==> config.mk <==
export PLATFORM = sky130hd
export DESIGN_NAME = ocag_core
export DESIGN_NICKNAME = d
export VERILOG_FILES = /design/src/common/ocag_pkg.sv /design/src/common/ocag_add_if.sv /design/src/hdl/ocag_sum.sv /design/src/hdl/ocag_core.sv
export SDC_FILE = /design/constraint.sdc
export NUM_CORES = 1
export LEC_CHECK = 0
export ABC_CLOCK_PERIOD_IN_PS = 7500
export BUFFER_PORTS_ARGS = -buffer_cell sky130_fd_sc_hd__buf_4
export CORE_MARGIN = 1
export CORE_UTILIZATION = 40
export CTS_BUF_LIST = sky130_fd_sc_hd__clkbuf_16
export CTS_CLUSTER_SIZE = 12
export DETAILED_ROUTE_END_ITERATION = 16
export PLACE_DENSITY = 0.57
export SYNTH_ARGS = -nofsm -noshare
export SYNTH_HDL_FRONTEND = slang
export SYNTH_HIERARCHICAL = 1
export SYNTH_SLANG_ARGS = --single-unit
==> constraint.sdc <==
create_clock -name CLK_I -period 7.5 [get_ports CLK_I]
set_input_delay 0.375 -clock CLK_I [delete_from_list [all_inputs] [get_ports CLK_I]]
set_output_delay 0.375 -clock CLK_I [all_outputs]
set_load 0.02 [all_outputs]
==> src/common/ocag_pkg.sv <==
package ocag_pkg;
   localparam int ADDR_W = 16;
   localparam int BUF_N = 4;
   localparam logic [7:0] Y_PFX = 8'h90;
   localparam logic [7:0] IND_PFX = 8'h92;
   localparam logic [7:0] INDY_PFX = 8'h91;
   localparam logic [7:0] PAGE0_HI = 8'h00;
   localparam logic [15:0] IDX_S_MAX = 16'h01FE;
   localparam logic [1:0] MASK_HI = 2'h3;
   localparam logic [1:0] MASK_LO = 2'h0;
   localparam logic [1:0] MASK_RST = 2'h3;
   localparam logic [1:0] MOP_NONE = 2'h0;
   localparam logic [1:0] MOP_SET = 2'h1;
   localparam logic [1:0] MOP_CLR = 2'h2;
   // order fixes the MODE_I encoding, 0 to 16
   typedef enum logic [4:0] {
      M_INH, M_IMM, M_DIR_S, M_DIR_L, M_IDX_0, M_IDX_S, M_IDX_L,
      M_IND_S, M_IND_L, M_IIX_S, M_IIX_L, M_REL_D, M_REL_I,
      M_BIT_D, M_BIT_I, M_BTR_D, M_BTR_I
   } ocag_mode_t;
   typedef enum logic [1:0] {S_IDLE, S_FETCH, S_CALC} ocag_state_t;
endpackage : ocag_pkg

==> src/common/ocag_add_if.sv <==
`timescale 1ns/1ps
// one address sum: base plus byte offset, zero or sign extended
interface ocag_add_if;
   logic [15:0] base;
   logic [7:0] offs;
   logic sgn;
   logic [15:0] sum;
   modport calc (output base, output offs, output sgn, input sum);
   modport unit (input base, input offs, input sgn, output sum);
endinterface : ocag_add_if

==> src/hdl/ocag_sum.sv <==
`timescale 1ns/1ps
module ocag_sum (
   ocag_add_if.unit a
);
   logic [15:0] ext;
   // unsigned index or signed branch offset
   assign ext = {{8{a.sgn & a.offs[7]}}, a.offs};
   // carry out of bit 15 dropped on purpose
   assign a.sum = a.base + ext;
endmodule : ocag_sum

==> src/hdl/ocag_core.sv <==
`timescale 1ns/1ps
module ocag_core #(
   parameter int ADDR_W = ocag_pkg::ADDR_W
) (
   input wire logic CLK_I,
   input wire logic RST_I,
   input wire logic CE_I,
   input wire logic START_I,
   input wire logic [4:0] MODE_I,
   input wire logic [7:0] PREFIX_I,
   input wire logic RMW_I,
   input wire logic [1:0] MASK_OP_I,
   input wire logic [7:0] X_I,
   input wire logic [7:0] Y_I,
   input wire logic [ADDR_W-1:0] OPC_ADDR_I,
   output logic MEM_RD_O,
   output logic [ADDR_W-1:0] MEM_ADDR_O,
   input wire logic [7:0] MEM_DATA_I,
   input wire logic MEM_ACK_I,
   output logic BUSY_O,
   output logic DONE_O,
   output logic ILLEGAL_O,
   output logic [ADDR_W-1:0] EA_O,
   output logic [ADDR_W-1:0] TGT_O,
   output logic [7:0] IMM_O,
   output logic [2:0] LEN_O,
   output logic [1:0] MASK_O
);
   generate
      if (ADDR_W != 16) begin : g_bad_width
         $error("ocag_core serves a 16-bit address only");
      end
   endgenerate

   // operand bytes that follow the opcode
   function automatic logic [2:0] n_ops(ocag_pkg::ocag_mode_t m);
      case (m)
         ocag_pkg::M_INH, ocag_pkg::M_IDX_0: n_ops = 3'h0;
         ocag_pkg::M_DIR_L, ocag_pkg::M_IDX_L: n_ops = 3'h2;
         ocag_pkg::M_BTR_D, ocag_pkg::M_BTR_I: n_ops = 3'h2;
         default: n_ops = 3'h1;
      endcase
   endfunction : n_ops

   // pointer bytes read from page zero
   function automatic logic [2:0] n_ptr(ocag_pkg::ocag_mode_t m);
      case (m)
         ocag_pkg::M_IND_L, ocag_pkg::M_IIX_L: n_ptr = 3'h2;
         ocag_pkg::M_IND_S, ocag_pkg::M_IIX_S, ocag_pkg::M_REL_I: n_ptr = 3'h1;
         ocag_pkg::M_BIT_I, ocag_pkg::M_BTR_I: n_ptr = 3'h1;
         default: n_ptr = 3'h0;
      endcase
   endfunction : n_ptr

   function automatic logic is_long(ocag_pkg::ocag_mode_t m);
      case (m)
         ocag_pkg::M_DIR_L, ocag_pkg::M_IDX_L: is_long = 1'b1;
         ocag_pkg::M_IND_L, ocag_pkg::M_IIX_L: is_long = 1'b1;
         default: is_long = 1'b0;
      endcase
   endfunction : is_long

   // prefix rewrites the base mode of the opcode
   function automatic ocag_pkg::ocag_mode_t map_mode(ocag_pkg::ocag_mode_t m, logic [7:0] p);
      map_mode = m;
      if (p == ocag_pkg::IND_PFX) begin
         case (m)
            ocag_pkg::M_DIR_S: map_mode = ocag_pkg::M_IND_S;
            ocag_pkg::M_DIR_L: map_mode = ocag_pkg::M_IND_L;
            ocag_pkg::M_BIT_D: map_mode = ocag_pkg::M_BIT_I;
            ocag_pkg::M_BTR_D: map_mode = ocag_pkg::M_BTR_I;
            ocag_pkg::M_REL_D: map_mode = ocag_pkg::M_REL_I;
            ocag_pkg::M_IDX_S: map_mode = ocag_pkg::M_IIX_S;
            ocag_pkg::M_IDX_L: map_mode = ocag_pkg::M_IIX_L;
            default: map_mode = m;
         endcase
      end else if (p == ocag_pkg::INDY_PFX) begin
         case (m)
            ocag_pkg::M_IDX_S: map_mode = ocag_pkg::M_IIX_S;
            ocag_pkg::M_IDX_L: map_mode = ocag_pkg::M_IIX_L;
            default: map_mode = m;
         endcase
      end
   endfunction : map_mode

   ocag_pkg::ocag_state_t st_q;
   ocag_pkg::ocag_mode_t mode_q;
   ocag_pkg::ocag_mode_t start_mode;
   logic [7:0] buf_q [0:ocag_pkg::BUF_N-1];
   logic [7:0] idx_q;
   logic [15:0] opc_q;
   logic [2:0] step_q;
   logic [1:0] mop_q;
   logic pfx_q;
   logic rmw_q;
   logic bad_q;
   logic start_ok;
   logic start_bad;
   logic start_pfx;
   logic [2:0] start_tot;
   logic [2:0] nops;
   logic [2:0] total;
   logic last;
   logic [7:0] b0_now;
   logic [2:0] s_nx;
   logic [15:0] nxt_addr;
   logic [7:0] p0;
   logic [7:0] p1;
   logic [15:0] nxt_pc;
   ocag_add_if ea_if ();
   ocag_add_if tg_if ();

   // decode of a request: 17 modes, codes above 16 refused
   assign start_ok = (st_q == ocag_pkg::S_IDLE) && START_I;
   assign start_mode = map_mode(ocag_pkg::ocag_mode_t'(MODE_I), PREFIX_I);
   assign start_pfx = (PREFIX_I == ocag_pkg::Y_PFX) || (PREFIX_I == ocag_pkg::IND_PFX)
                      || (PREFIX_I == ocag_pkg::INDY_PFX);
   // long forms on memory read-modify-write are flagged, never fetched
   assign start_bad = (MODE_I > 5'(ocag_pkg::M_BTR_I)) || (RMW_I && is_long(start_mode));
   assign start_tot = n_ops(start_mode) + n_ptr(start_mode);

   // fetch sequencing
   assign nops = n_ops(mode_q);
   assign total = nops + n_ptr(mode_q);
   assign last = (step_q == total - 3'h1);
   assign b0_now = (step_q == 3'h0) ? MEM_DATA_I : buf_q[0];
   assign s_nx = step_q + 3'h1;
   // pointer wraps inside page zero, never leaves it
   always_comb begin
      if (s_nx < nops) begin
         nxt_addr = opc_q + 16'h0001 + {13'h0000, s_nx};
      end else begin
         nxt_addr = {ocag_pkg::PAGE0_HI, b0_now + {5'h00, s_nx - nops}};
      end
   end

   // pointer bytes sit right after the operand bytes, high byte first
   assign p0 = buf_q[nops[1:0]];
   assign p1 = buf_q[nops[1:0] + 2'h1];
   assign nxt_pc = opc_q + 16'h0001 + {13'h0000, nops};

   // effective address sum
   always_comb begin
      ea_if.base = 16'h0000;
      ea_if.offs = 8'h00;
      ea_if.sgn = 1'b0;
      case (mode_q)
         ocag_pkg::M_DIR_S, ocag_pkg::M_BIT_D, ocag_pkg::M_BTR_D: begin
            ea_if.base = {ocag_pkg::PAGE0_HI, buf_q[0]};
         end
         ocag_pkg::M_DIR_L: begin
            ea_if.base = {buf_q[0], buf_q[1]};
         end
         ocag_pkg::M_IDX_0: begin
            ea_if.offs = idx_q;
         end
         ocag_pkg::M_IDX_S: begin
            ea_if.base = {ocag_pkg::PAGE0_HI, buf_q[0]};
            ea_if.offs = idx_q;
         end
         ocag_pkg::M_IDX_L: begin
            ea_if.base = {buf_q[0], buf_q[1]};
            ea_if.offs = idx_q;
         end
         ocag_pkg::M_IND_S, ocag_pkg::M_BIT_I, ocag_pkg::M_BTR_I: begin
            ea_if.base = {ocag_pkg::PAGE0_HI, p0};
         end
         ocag_pkg::M_IND_L: begin
            ea_if.base = {p0, p1};
         end
         ocag_pkg::M_IIX_S: begin
            ea_if.base = {ocag_pkg::PAGE0_HI, p0};
            ea_if.offs = idx_q;
         end
         ocag_pkg::M_IIX_L: begin
            ea_if.base = {p0, p1};
            ea_if.offs = idx_q;
         end
         default: begin
            ea_if.base = 16'h0000;
         end
      endcase
   end

   // branch target: next instruction plus signed offset
   always_comb begin
      tg_if.base = nxt_pc;
      tg_if.sgn = 1'b1;
      case (mode_q)
         ocag_pkg::M_REL_D: tg_if.offs = buf_q[0];
         ocag_pkg::M_REL_I: tg_if.offs = p0;
         ocag_pkg::M_BTR_D, ocag_pkg::M_BTR_I: tg_if.offs = buf_q[1];
         default: tg_if.offs = 8'h00;
      endcase
   end

   ocag_sum u_ea (
      .a(ea_if)
   );
   ocag_sum u_tg (
      .a(tg_if)
   );

   // request capture and state
   always_ff @(posedge CLK_I) begin
      if (RST_I) begin
         st_q <= ocag_pkg::S_IDLE;
         mode_q <= ocag_pkg::M_INH;
         idx_q <= 8'h00;
         opc_q <= 16'h0000;
         step_q <= 3'h0;
         mop_q <= ocag_pkg::MOP_NONE;
         pfx_q <= 1'b0;
         rmw_q <= 1'b0;
         bad_q <= 1'b0;
      end else if (CE_I) begin
         case (st_q)
            ocag_pkg::S_IDLE: begin
               if (start_ok) begin
                  mode_q <= start_mode;
                  // Y for 90 and 91, X otherwise
                  idx_q <= (PREFIX_I == ocag_pkg::Y_PFX || PREFIX_I == ocag_pkg::INDY_PFX)
                           ? Y_I : X_I;
                  opc_q <= OPC_ADDR_I;
                  step_q <= 3'h0;
                  mop_q <= MASK_OP_I;
                  pfx_q <= start_pfx;
                  rmw_q <= RMW_I;
                  bad_q <= start_bad;
                  if (start_bad || start_tot == 3'h0) begin
                     st_q <= ocag_pkg::S_CALC;
                  end else begin
                     st_q <= ocag_pkg::S_FETCH;
                  end
               end
            end
            ocag_pkg::S_FETCH: begin
               if (MEM_ACK_I) begin
                  step_q <= s_nx;
                  if (last) begin
                     st_q <= ocag_pkg::S_CALC;
                  end
               end
            end
            ocag_pkg::S_CALC: begin
               st_q <= ocag_pkg::S_IDLE;
            end
            default: begin
               st_q <= ocag_pkg::S_IDLE;
            end
         endcase
      end
   end

   // fetched bytes, stored in arrival order
   always_ff @(posedge CLK_I) begin
      if (RST_I) begin
         for (int i = 0; i < ocag_pkg::BUF_N; i++) begin
            buf_q[i] <= 8'h00;
         end
      end else if (CE_I && st_q == ocag_pkg::S_FETCH && MEM_ACK_I) begin
         buf_q[step_q[1:0]] <= MEM_DATA_I;
      end
   end

   // memory read port: request holds with a steady address until ack
   always_ff @(posedge CLK_I) begin
      if (RST_I) begin
         MEM_RD_O <= 1'b0;
         MEM_ADDR_O <= 16'h0000;
      end else if (CE_I) begin
         if (start_ok && !start_bad && start_tot != 3'h0) begin
            MEM_RD_O <= 1'b1;
            MEM_ADDR_O <= OPC_ADDR_I + 16'h0001;
         end else if (MEM_RD_O && MEM_ACK_I) begin
            if (last) begin
               MEM_RD_O <= 1'b0;
            end else begin
               MEM_ADDR_O <= nxt_addr;
            end
         end
      end
   end

   // results, latched as the sequence ends
   always_ff @(posedge CLK_I) begin
      if (RST_I) begin
         DONE_O <= 1'b0;
         ILLEGAL_O <= 1'b0;
         EA_O <= 16'h0000;
         TGT_O <= 16'h0000;
         IMM_O <= 8'h00;
         LEN_O <= 3'h0;
         BUSY_O <= 1'b0;
      end else if (CE_I) begin
         DONE_O <= (st_q == ocag_pkg::S_CALC);
         BUSY_O <= start_ok || (st_q == ocag_pkg::S_FETCH && !(MEM_ACK_I && last));
         if (st_q == ocag_pkg::S_CALC) begin
            ILLEGAL_O <= bad_q;
            EA_O <= bad_q ? 16'h0000 : ea_if.sum;
            TGT_O <= tg_if.sum;
            IMM_O <= (mode_q == ocag_pkg::M_IMM) ? buf_q[0] : 8'h00;
            // optional prefix, opcode, then the operand bytes
            LEN_O <= 3'h1 + {2'b00, pfx_q} + nops;
         end
      end
   end

   // interrupt mask level, changed only by valid inherent ops
   always_ff @(posedge CLK_I) begin
      if (RST_I) begin
         MASK_O <= ocag_pkg::MASK_RST;
      end else if (CE_I && st_q == ocag_pkg::S_CALC && !bad_q && mode_q == ocag_pkg::M_INH) begin
         if (mop_q == ocag_pkg::MOP_SET) begin
            MASK_O <= ocag_pkg::MASK_HI;
         end else if (mop_q == ocag_pkg::MOP_CLR) begin
            MASK_O <= ocag_pkg::MASK_LO;
         end
      end
   end

   chk_inh_len: assert property (
      @(posedge CLK_I) disable iff (RST_I)
      DONE_O && !ILLEGAL_O && mode_q == ocag_pkg::M_INH |-> LEN_O == (pfx_q ? 3'h2 : 3'h1))
      else $error("inherent length wrong");
   chk_imm_data: assert property (
      @(posedge CLK_I) disable iff (RST_I)
      DONE_O && mode_q == ocag_pkg::M_IMM && !pfx_q |-> LEN_O == 3'h2 && IMM_O == buf_q[0])
      else $error("immediate operand wrong");
   chk_dir_page: assert property (
      @(posedge CLK_I) disable iff (RST_I)
      DONE_O && mode_q == ocag_pkg::M_DIR_S |-> EA_O[15:8] == ocag_pkg::PAGE0_HI)
      else $error("short direct left page zero");
   chk_idx_span: assert property (
      @(posedge CLK_I) disable iff (RST_I)
      DONE_O && (mode_q == ocag_pkg::M_IDX_S || mode_q == ocag_pkg::M_IIX_S)
      |-> EA_O <= ocag_pkg::IDX_S_MAX)
      else $error("short indexed above 1FE");
   chk_idx_zero: assert property (
      @(posedge CLK_I) disable iff (RST_I)
      DONE_O && !ILLEGAL_O && mode_q == ocag_pkg::M_IDX_0 |-> EA_O == {8'h00, idx_q})
      else $error("no-offset indexed address wrong");
   chk_long_rmw: assert property (
      @(posedge CLK_I) disable iff (RST_I)
      DONE_O && rmw_q && is_long(mode_q) |-> ILLEGAL_O && EA_O == 16'h0000)
      else $error("long form accepted for rmw");
   chk_mask_set: assert property (
      @(posedge CLK_I) disable iff (RST_I)
      DONE_O && !ILLEGAL_O && mode_q == ocag_pkg::M_INH && mop_q == ocag_pkg::MOP_SET
      |-> MASK_O == ocag_pkg::MASK_HI)
      else $error("mask set level wrong");
   chk_ptr_page: assert property (
      @(posedge CLK_I) disable iff (RST_I)
      MEM_RD_O && step_q >= nops |-> MEM_ADDR_O[15:8] == ocag_pkg::PAGE0_HI)
      else $error("pointer read outside page zero");
   chk_rd_hold: assert property (
      @(posedge CLK_I) disable iff (RST_I)
      MEM_RD_O && !MEM_ACK_I && CE_I |=> MEM_RD_O && $stable(MEM_ADDR_O))
      else $error("read dropped before ack");
endmodule : ocag_core

# Yosys cells after proc, flatten, opt, wreduce, memory -nomap -nowiden
# Memory sizes are Yosys's and may differ from the RTL's.
# Cells that the tools add are included.
# W data, S select, Z words.
# word_totals
register_bits,103
ram_bits,32
in_bits,61
out_inout_bits,65
word_cells,176
memories,1
# memory_table
memory,depth,width,read_ports,rd_clocked_by_memory_dff,wr,line,text
buf_q,4,8,4,0,4,ocag_core.sv:89,logic [7:0] buf_q [0:ocag_pkg::BUF_N-1];
# op_classes
n_addsub,15
order_cmp,2
n_eq_ne,46
mux,41
n_reduce_logical,53
# op_table
cell,count
$eq A5 B4 Y1 const B,17
$mux W16,5
$pmux W16 S4,1
$eq A5 B3 Y1 const B,9
$mux W8,5
$pmux W5 S7,1
$add A16 B1 Y16 const B,2
$add A16 B3 Y16,2
$eq A5 B2 Y1 const B,5
$eq A8 B8 Y1 const B,3
$pmux W8 S3,1
$pmux W2 S2,5
$reduce_or A4 Y1,5
$add A16 B16 Y16,1
$add A16 B8 Y16,1
$reduce_or A5 Y1,3
$mux W2,7
$logic_and A1 B1 Y1,12
$reduce_or A2 Y1,6
$eq A5 B5 Y1 const B,2
$logic_not A5 Y1,2
$mux W1,10
$mux W5,2
$pmux W5 S2,1
28 further kinds,49

# Depth between registers and ports, before layout
# logic_depth
word_depth,14
mapped_depth,24
mapped_depth_nobuf,21

# Cells and area by module
# Netlist, hierarchy kept.
# by_module_without_submodules
module,n_inst,cells_per_inst,area_per_inst_um2,seq_area_each_um2
ocag_core,1,1014,8101.5,2762.6
ocag_sum at u_tg,1,93,732.0,0.0
ocag_sum at u_ea,1,84,618.1,0.0

# Worst setup path before layout
# OpenSTA, ideal clock, no wires.
# synth_path
path_type,register -> register
startpoint,register mode_q[1]
endpoint,register TGT_O[12]
setup_ns,0.070
arrival_ns,4.814
required_time_ns,7.430
setup_slack_ns,2.615
stages_incl_launch_ff,25
n_path_buf,3
synth_period_minus_slack_ns,4.885
path_cell_list,dfxtp_1 > clkbuf_1 > or3_1 > nor3b_1 > a31o_2 > clkbuf_1 > nor2_1 > nand2_1 > clkbuf_1 > inv_1 > ha_1 > fa_1 > nand2_1 > nand2_1 > a22o_1 > a32oi_1 > xnor2_1 > ha_1 > a21o_1 > a221oi_2 > o21ai_1 > mux2i_1 > xor2_1 > nand2_1 > a21oi_1
# synth_between
elab_cells_between_ends,16
classes_between,add/sub: 2; eq/ne: 7; mux: 2; reduce/logical: 4; memory: 1
# synth_lines
element,line,text
start: declaration,ocag_core.sv:87,ocag_pkg::ocag_mode_t mode_q;
start signal: assignment,ocag_core.sv:208,mode_q <= ocag_pkg::M_INH;
start signal: assignment,ocag_core.sv:220,mode_q <= start_mode;
"$eq A5 B4 Y1, or another cell as far along",ocag_core.sv:37,case (m)
$reduce_or A4 Y1 (no source line) or $reduce_or A2 Y1 (tied branches),-,
$pmux W2 S2 (*),ocag_core.sv:37,
$add A16 B3 Y16 (*),ocag_core.sv:140,"assign nxt_pc = opc_q + 16'h0001 + {13'h0000, nops};"
net nxt_pc[4],ocag_core.sv:109,logic [15:0] nxt_pc;
$add A16 B16 Y16 (*),ocag_sum.sv:9,assign a.sum = a.base + ext;
net tg_if.sum[12],ocag_add_if.sv:7,logic [15:0] sum;
end signal: assignment,ocag_core.sv:301,TGT_O <= tg_if.sum;
end: declaration,ocag_core.sv:24,"output logic [ADDR_W-1:0] TGT_O,"
# Mark *: on every way through the listed nets, which the timed path passes. The rest lies on a longest branch.
# A chain may end at the register's enable or synchronous reset.

# Final worst setup path
# layout_path
startpoint,register mode_q[0]
endpoint,register TGT_O[12]
# Same word-level chain as after synthesis.

==> reports/qor.yml <==
pwr:
  p_leak_nw: 4.39
  report.power.total_mw: 2.08
  cellPowerDensity_nw_per_um2: 186
  power.ir.vdd_worst_mv: 0.121
sta:
  post-route-period-util_pct: 69.5
  finalWorstPathRequiredPeriod_ns: 5.21
  maxSlewViolCount: 0
  grt_setup_unrepaired: "no"
  fmax_mhz: 192
  setup_viol_count_final: 0
  report.final.hold_viol_count: 0
  worst_pin_slew_ns: 0.960
  timing.setup.tns_ns: 0
  finalClockSkew_ns: 0.0147
  maxSlewHeadroom_pct: 35.9
hold_path:
  hold_path.startpoint: "MASK_OP_I[1]"
  cells_on_worst_hold_path: 3
  min-delay-path-class: "input pin to flip-flop"
  min_to: "mop_q[1]"
drt:
  drt_drc_violations_left: 0
  routedWlPerCell_um: 16.7
  postRouteAntennaNets: 0
  detail_route.wirelength_mm: 26.6
  viasPerCell: 5.42
  firstDrtPassIters: 6
  via_count: 8679
  detail_route.iter0.violations: 597
placement:
  numPlacedInstances: 1568
  portBuffers: 125
  post_detailed_placement_cell_area_um2: 10600
  globalplace.congestion: 0.880
  detailedPlacementHpwl_mm: 19.9
global_routing:
  grt_overflow: 0
  antenna_found_initial: 0
  first_pass_grt_wire_length_mm: 43.3
  largest_net_degree_at_the_start_of_global_routing: 57
  grt_usage_pct: 22.5
  grt_pass1_vias: 7973
critical_path:
  endpoint_kind: "flip-flop"
  path_common_cell: "nand2_1"
  worst-path-buf-inv: 1
  rr_startpoint: "mode_q[0]"
  worstPathRequired_ns: 7.85
  crit_chain: "or3_1, nor3b_1, a31o_2, nor2_1, nand2_1, inv_1, ha_1, fa_1, nand2_1, nand2_1, a22o_1, a32oi_1, xnor2_1, ha_1, a21o_1, a221oi_2, o21ai_1, mux2i_1, xor2_1, nand2_1, a21oi_1"
  critical_path_peak_fanout: 19
  cpLargestDelayFamily: "compound AO/OA/AOI/OAI gates"
  worst_path_largest_cell_delay_ns: 0.46
  ff2ff_setup_slack_ns: 2.29
  critPathLaunchType: "flip-flop"
  reg2regPathDepth: 21
  critical_path.reg2reg.endpoint: "TGT_O[12]"
  type_of_the_setup_path_with_the_least_slack: "flip-flop to flip-flop"
  critPathArrivalTime_ns: 5.56
  timing.critical_path.slowest_stage_cell: "fa_1"
yosys:
  mean_instance_size_in_the_synthesized_netlist_um2: 7.94
  synthFlopType: "dfxtp_1"
  synth-seq-area-share_pct: 29.2
  synth-seq-cells: 126
  synth_area_leaders: "dfxtp_1 22%, edfxtp_1 7.6%, nand2_1 6.7%"
  synth_cells: 1191
  synth_top_cell_by_area: "dfxtp_1"
  async_flop_share_pct: 0
  synth.yosys.warnings: 6
  syn-cell-area_um2: 9450
  synth_edf_count: 24
  netlist.area_leader.share_pct: 21.6
  ys_types: 93
clock_network:
  cts.root.buffer_cell: "clkbuf_16"
  post-cts-setup-buffers: 0
  cts_htree_levels: 4
  cts_made_buffers: 17
  cts.clk_slew.worst_paths_ns: 0.06
  cts_tree: "done"
  worstSkewPairLatency_ns: 0.43
  post_cts.resized_instances: 0
  postCtsHoldBufs: 0
  clock_sinks: 126
  cts.path.max_buffers: 2
floorplan:
  core.rowCount: 55
  die_x_um: 156
  die_height_um: 156
  placeableCoreArea_um2: 22900
  starting_density_of_the_core_pct: 41.2
  boundaryPins: 126
  fp.dieArea_um2: 24200
cells_and_area:
  final_cell_count_no_fill: 1600
  share_of_the_core_filled_with_cells_pct: 48.8
  insertedDiodeCount: 0
  layout.cell_area.non_filler_um2: 11200
  nNetsFinal: 1378
  drive_gt1_share_pct: 16.2
  syn_to_final_growth_pct: 18.2
run:
  number_of_max_capacitance_violations_reported: 0
status:
  run_status: "finished clean"
through the flow:
stage               setup WS, ns  hold WS (ns)
global placement            2.46         0.442
CTS                         2.28         0.196
floorplan                   2.62         0.436
finish                      2.29         0.209
global route                1.81         0.197
detailed placement          2.33         0.445
worst register-to-register path, stage by stage (launching register included):
cell and delay (ns):
dfxtp_1 0.41, or3_1 0.45, nor3b_1 0.28, a31o_2 0.27, nor2_1 0.08, nand2_1 0.44
inv_1 0.15, ha_1 0.25, fa_1 0.46, nand2_1 0.09, nand2_1 0.05, a22o_1 0.17
a32oi_1 0.18, xnor2_1 0.10, ha_1 0.37, a21o_1 0.20, a221oi_2 0.32, o21ai_1 0.25
mux2i_1 0.24, xor2_1 0.16, nand2_1 0.07, a21oi_1 0.12
worst max path at each step:
stage | from | end | cells past startpoint
4_1_cts | mode_q[0] | TGT_O[12] | 21
5_1_grt | mode_q[0] | TGT_O[14] | 21
3_5_place_dp | mode_q[0] | TGT_O[12] | 21
6_report | mode_q[0] | TGT_O[12] | 21
3_3_place_gp | mode_q[0] | TGT_O[14] | 21
2_1_floorplan | mode_q[1] | TGT_O[12] | 24
cell usage in the layout (no fill, tap or decap), types with 9 or more instances in the layout:
| cell type | netlist | routed |
|---|---|---|
| edfxtp_1 | 24 | 24 |
| and3_1 | 10 | 10 |
| o21ai_0 | 50 | 50 |
| o211ai_1 | 9 | 9 |
| mux2i_1 | 33 | 33 |
| buf_4 | 1 | 132 |
| inv_1 | 30 | 33 |
| dfxtp_1 | 102 | 102 |
| nand4_1 | 9 | 9 |
| and2_1 | 38 | 38 |
| or3_1 | 11 | 11 |
| or2_2 | 9 | 9 |
| clkbuf_16 | 0 | 18 |
| a22oi_1 | 25 | 25 |
| xor2_1 | 39 | 39 |
| nand3_1 | 40 | 40 |
| nor2_1 | 76 | 75 |
| nand2b_1 | 14 | 14 |
| nor3_1 | 30 | 29 |
| a21o_1 | 10 | 10 |
| a211oi_1 | 16 | 16 |
| nand2_1 | 168 | 168 |
| a21oi_1 | 102 | 102 |
| ha_1 | 36 | 36 |
| nand3b_1 | 24 | 24 |
| xnor2_1 | 57 | 57 |
logic make-up after synthesis:
group	share of synthesized area [%]
AO/OA/AOI/OAI	21.3
XOR/XNOR	8.90
adder cells (fa/ha/maj)	6.25
buffers and inverters	4.50
flip-flops	29.2
multiplexers	4.21
other	0.0795
AND/OR/NAND/NOR	25.5
power by group:
part | leakage (nW) | internal [mW] | switching [mW]
clock network | 0.314 | 0.543 | 0.336
logic | 2.99 | 0.181 | 0.265
registers | 1.08 | 0.720 | 0.0355
total | 4.39 | 1.44 | 0.637
synth_stat cells (5+ instances only):
master,n
nand2_1,168
a21oi_1,102
dfxtp_1,102
nor2_1,76
clkbuf_1,62
xnor2_1,57
o21ai_0,50
nand3_1,40
xor2_1,39
and2_1,38
ha_1,36
mux2i_1,33
inv_1,30
nor3_1,30
a22oi_1,25
edfxtp_1,24
nand3b_1,24
a211oi_1,16
nand2b_1,14
or3_1,11
a21o_1,10
and3_1,10
nand4_1,9
o211ai_1,9
or2_2,9
nor2b_1,8
o22a_1,8
fa_1,7
nor4_1,7
o21ai_1,7
mux2_2,6
nand4b_1,6
nor3b_1,6
o22ai_1,6
a311oi_1,5
o21a_1,5
o31ai_1,5
state kept, by name, summed over array words and instances, names as in the netlist, 2 cells and up:
register    count
EA_O           16
IMM_O           8
MEM_ADDR_O     16
idx_q           8
opc_q          16
mode_q          5
st_q            2
TGT_O          16
buf_q          24
mop_q           2
LEN_O           3
step_q          3
metal layers:
| metal | GRT usage, % | up-vias | routed length [µm] |
|---|---|---|---|
| li1 | - | 4424 | - |
| met1 | 34.9 | 4019 | 14400 |
| met2 | 31.8 | 216 | 10800 |
| met3 | 3.50 | 20 | 1240 |
| met4 | 5.74 | 0 | 261 |
| met5 | 0 | - | 0 |
area by class of cell:
type | count | area, µm²
fill | 2319 | 11700
multi-input combinational | 966 | 6290
clock inverter | 14 | 168
clock buffer | 18 | 450
tap | 313 | 392
timing repair buffer | 132 | 991
sequential | 126 | 2760
inverter | 31 | 116
(Power assumes the default switching activity.)
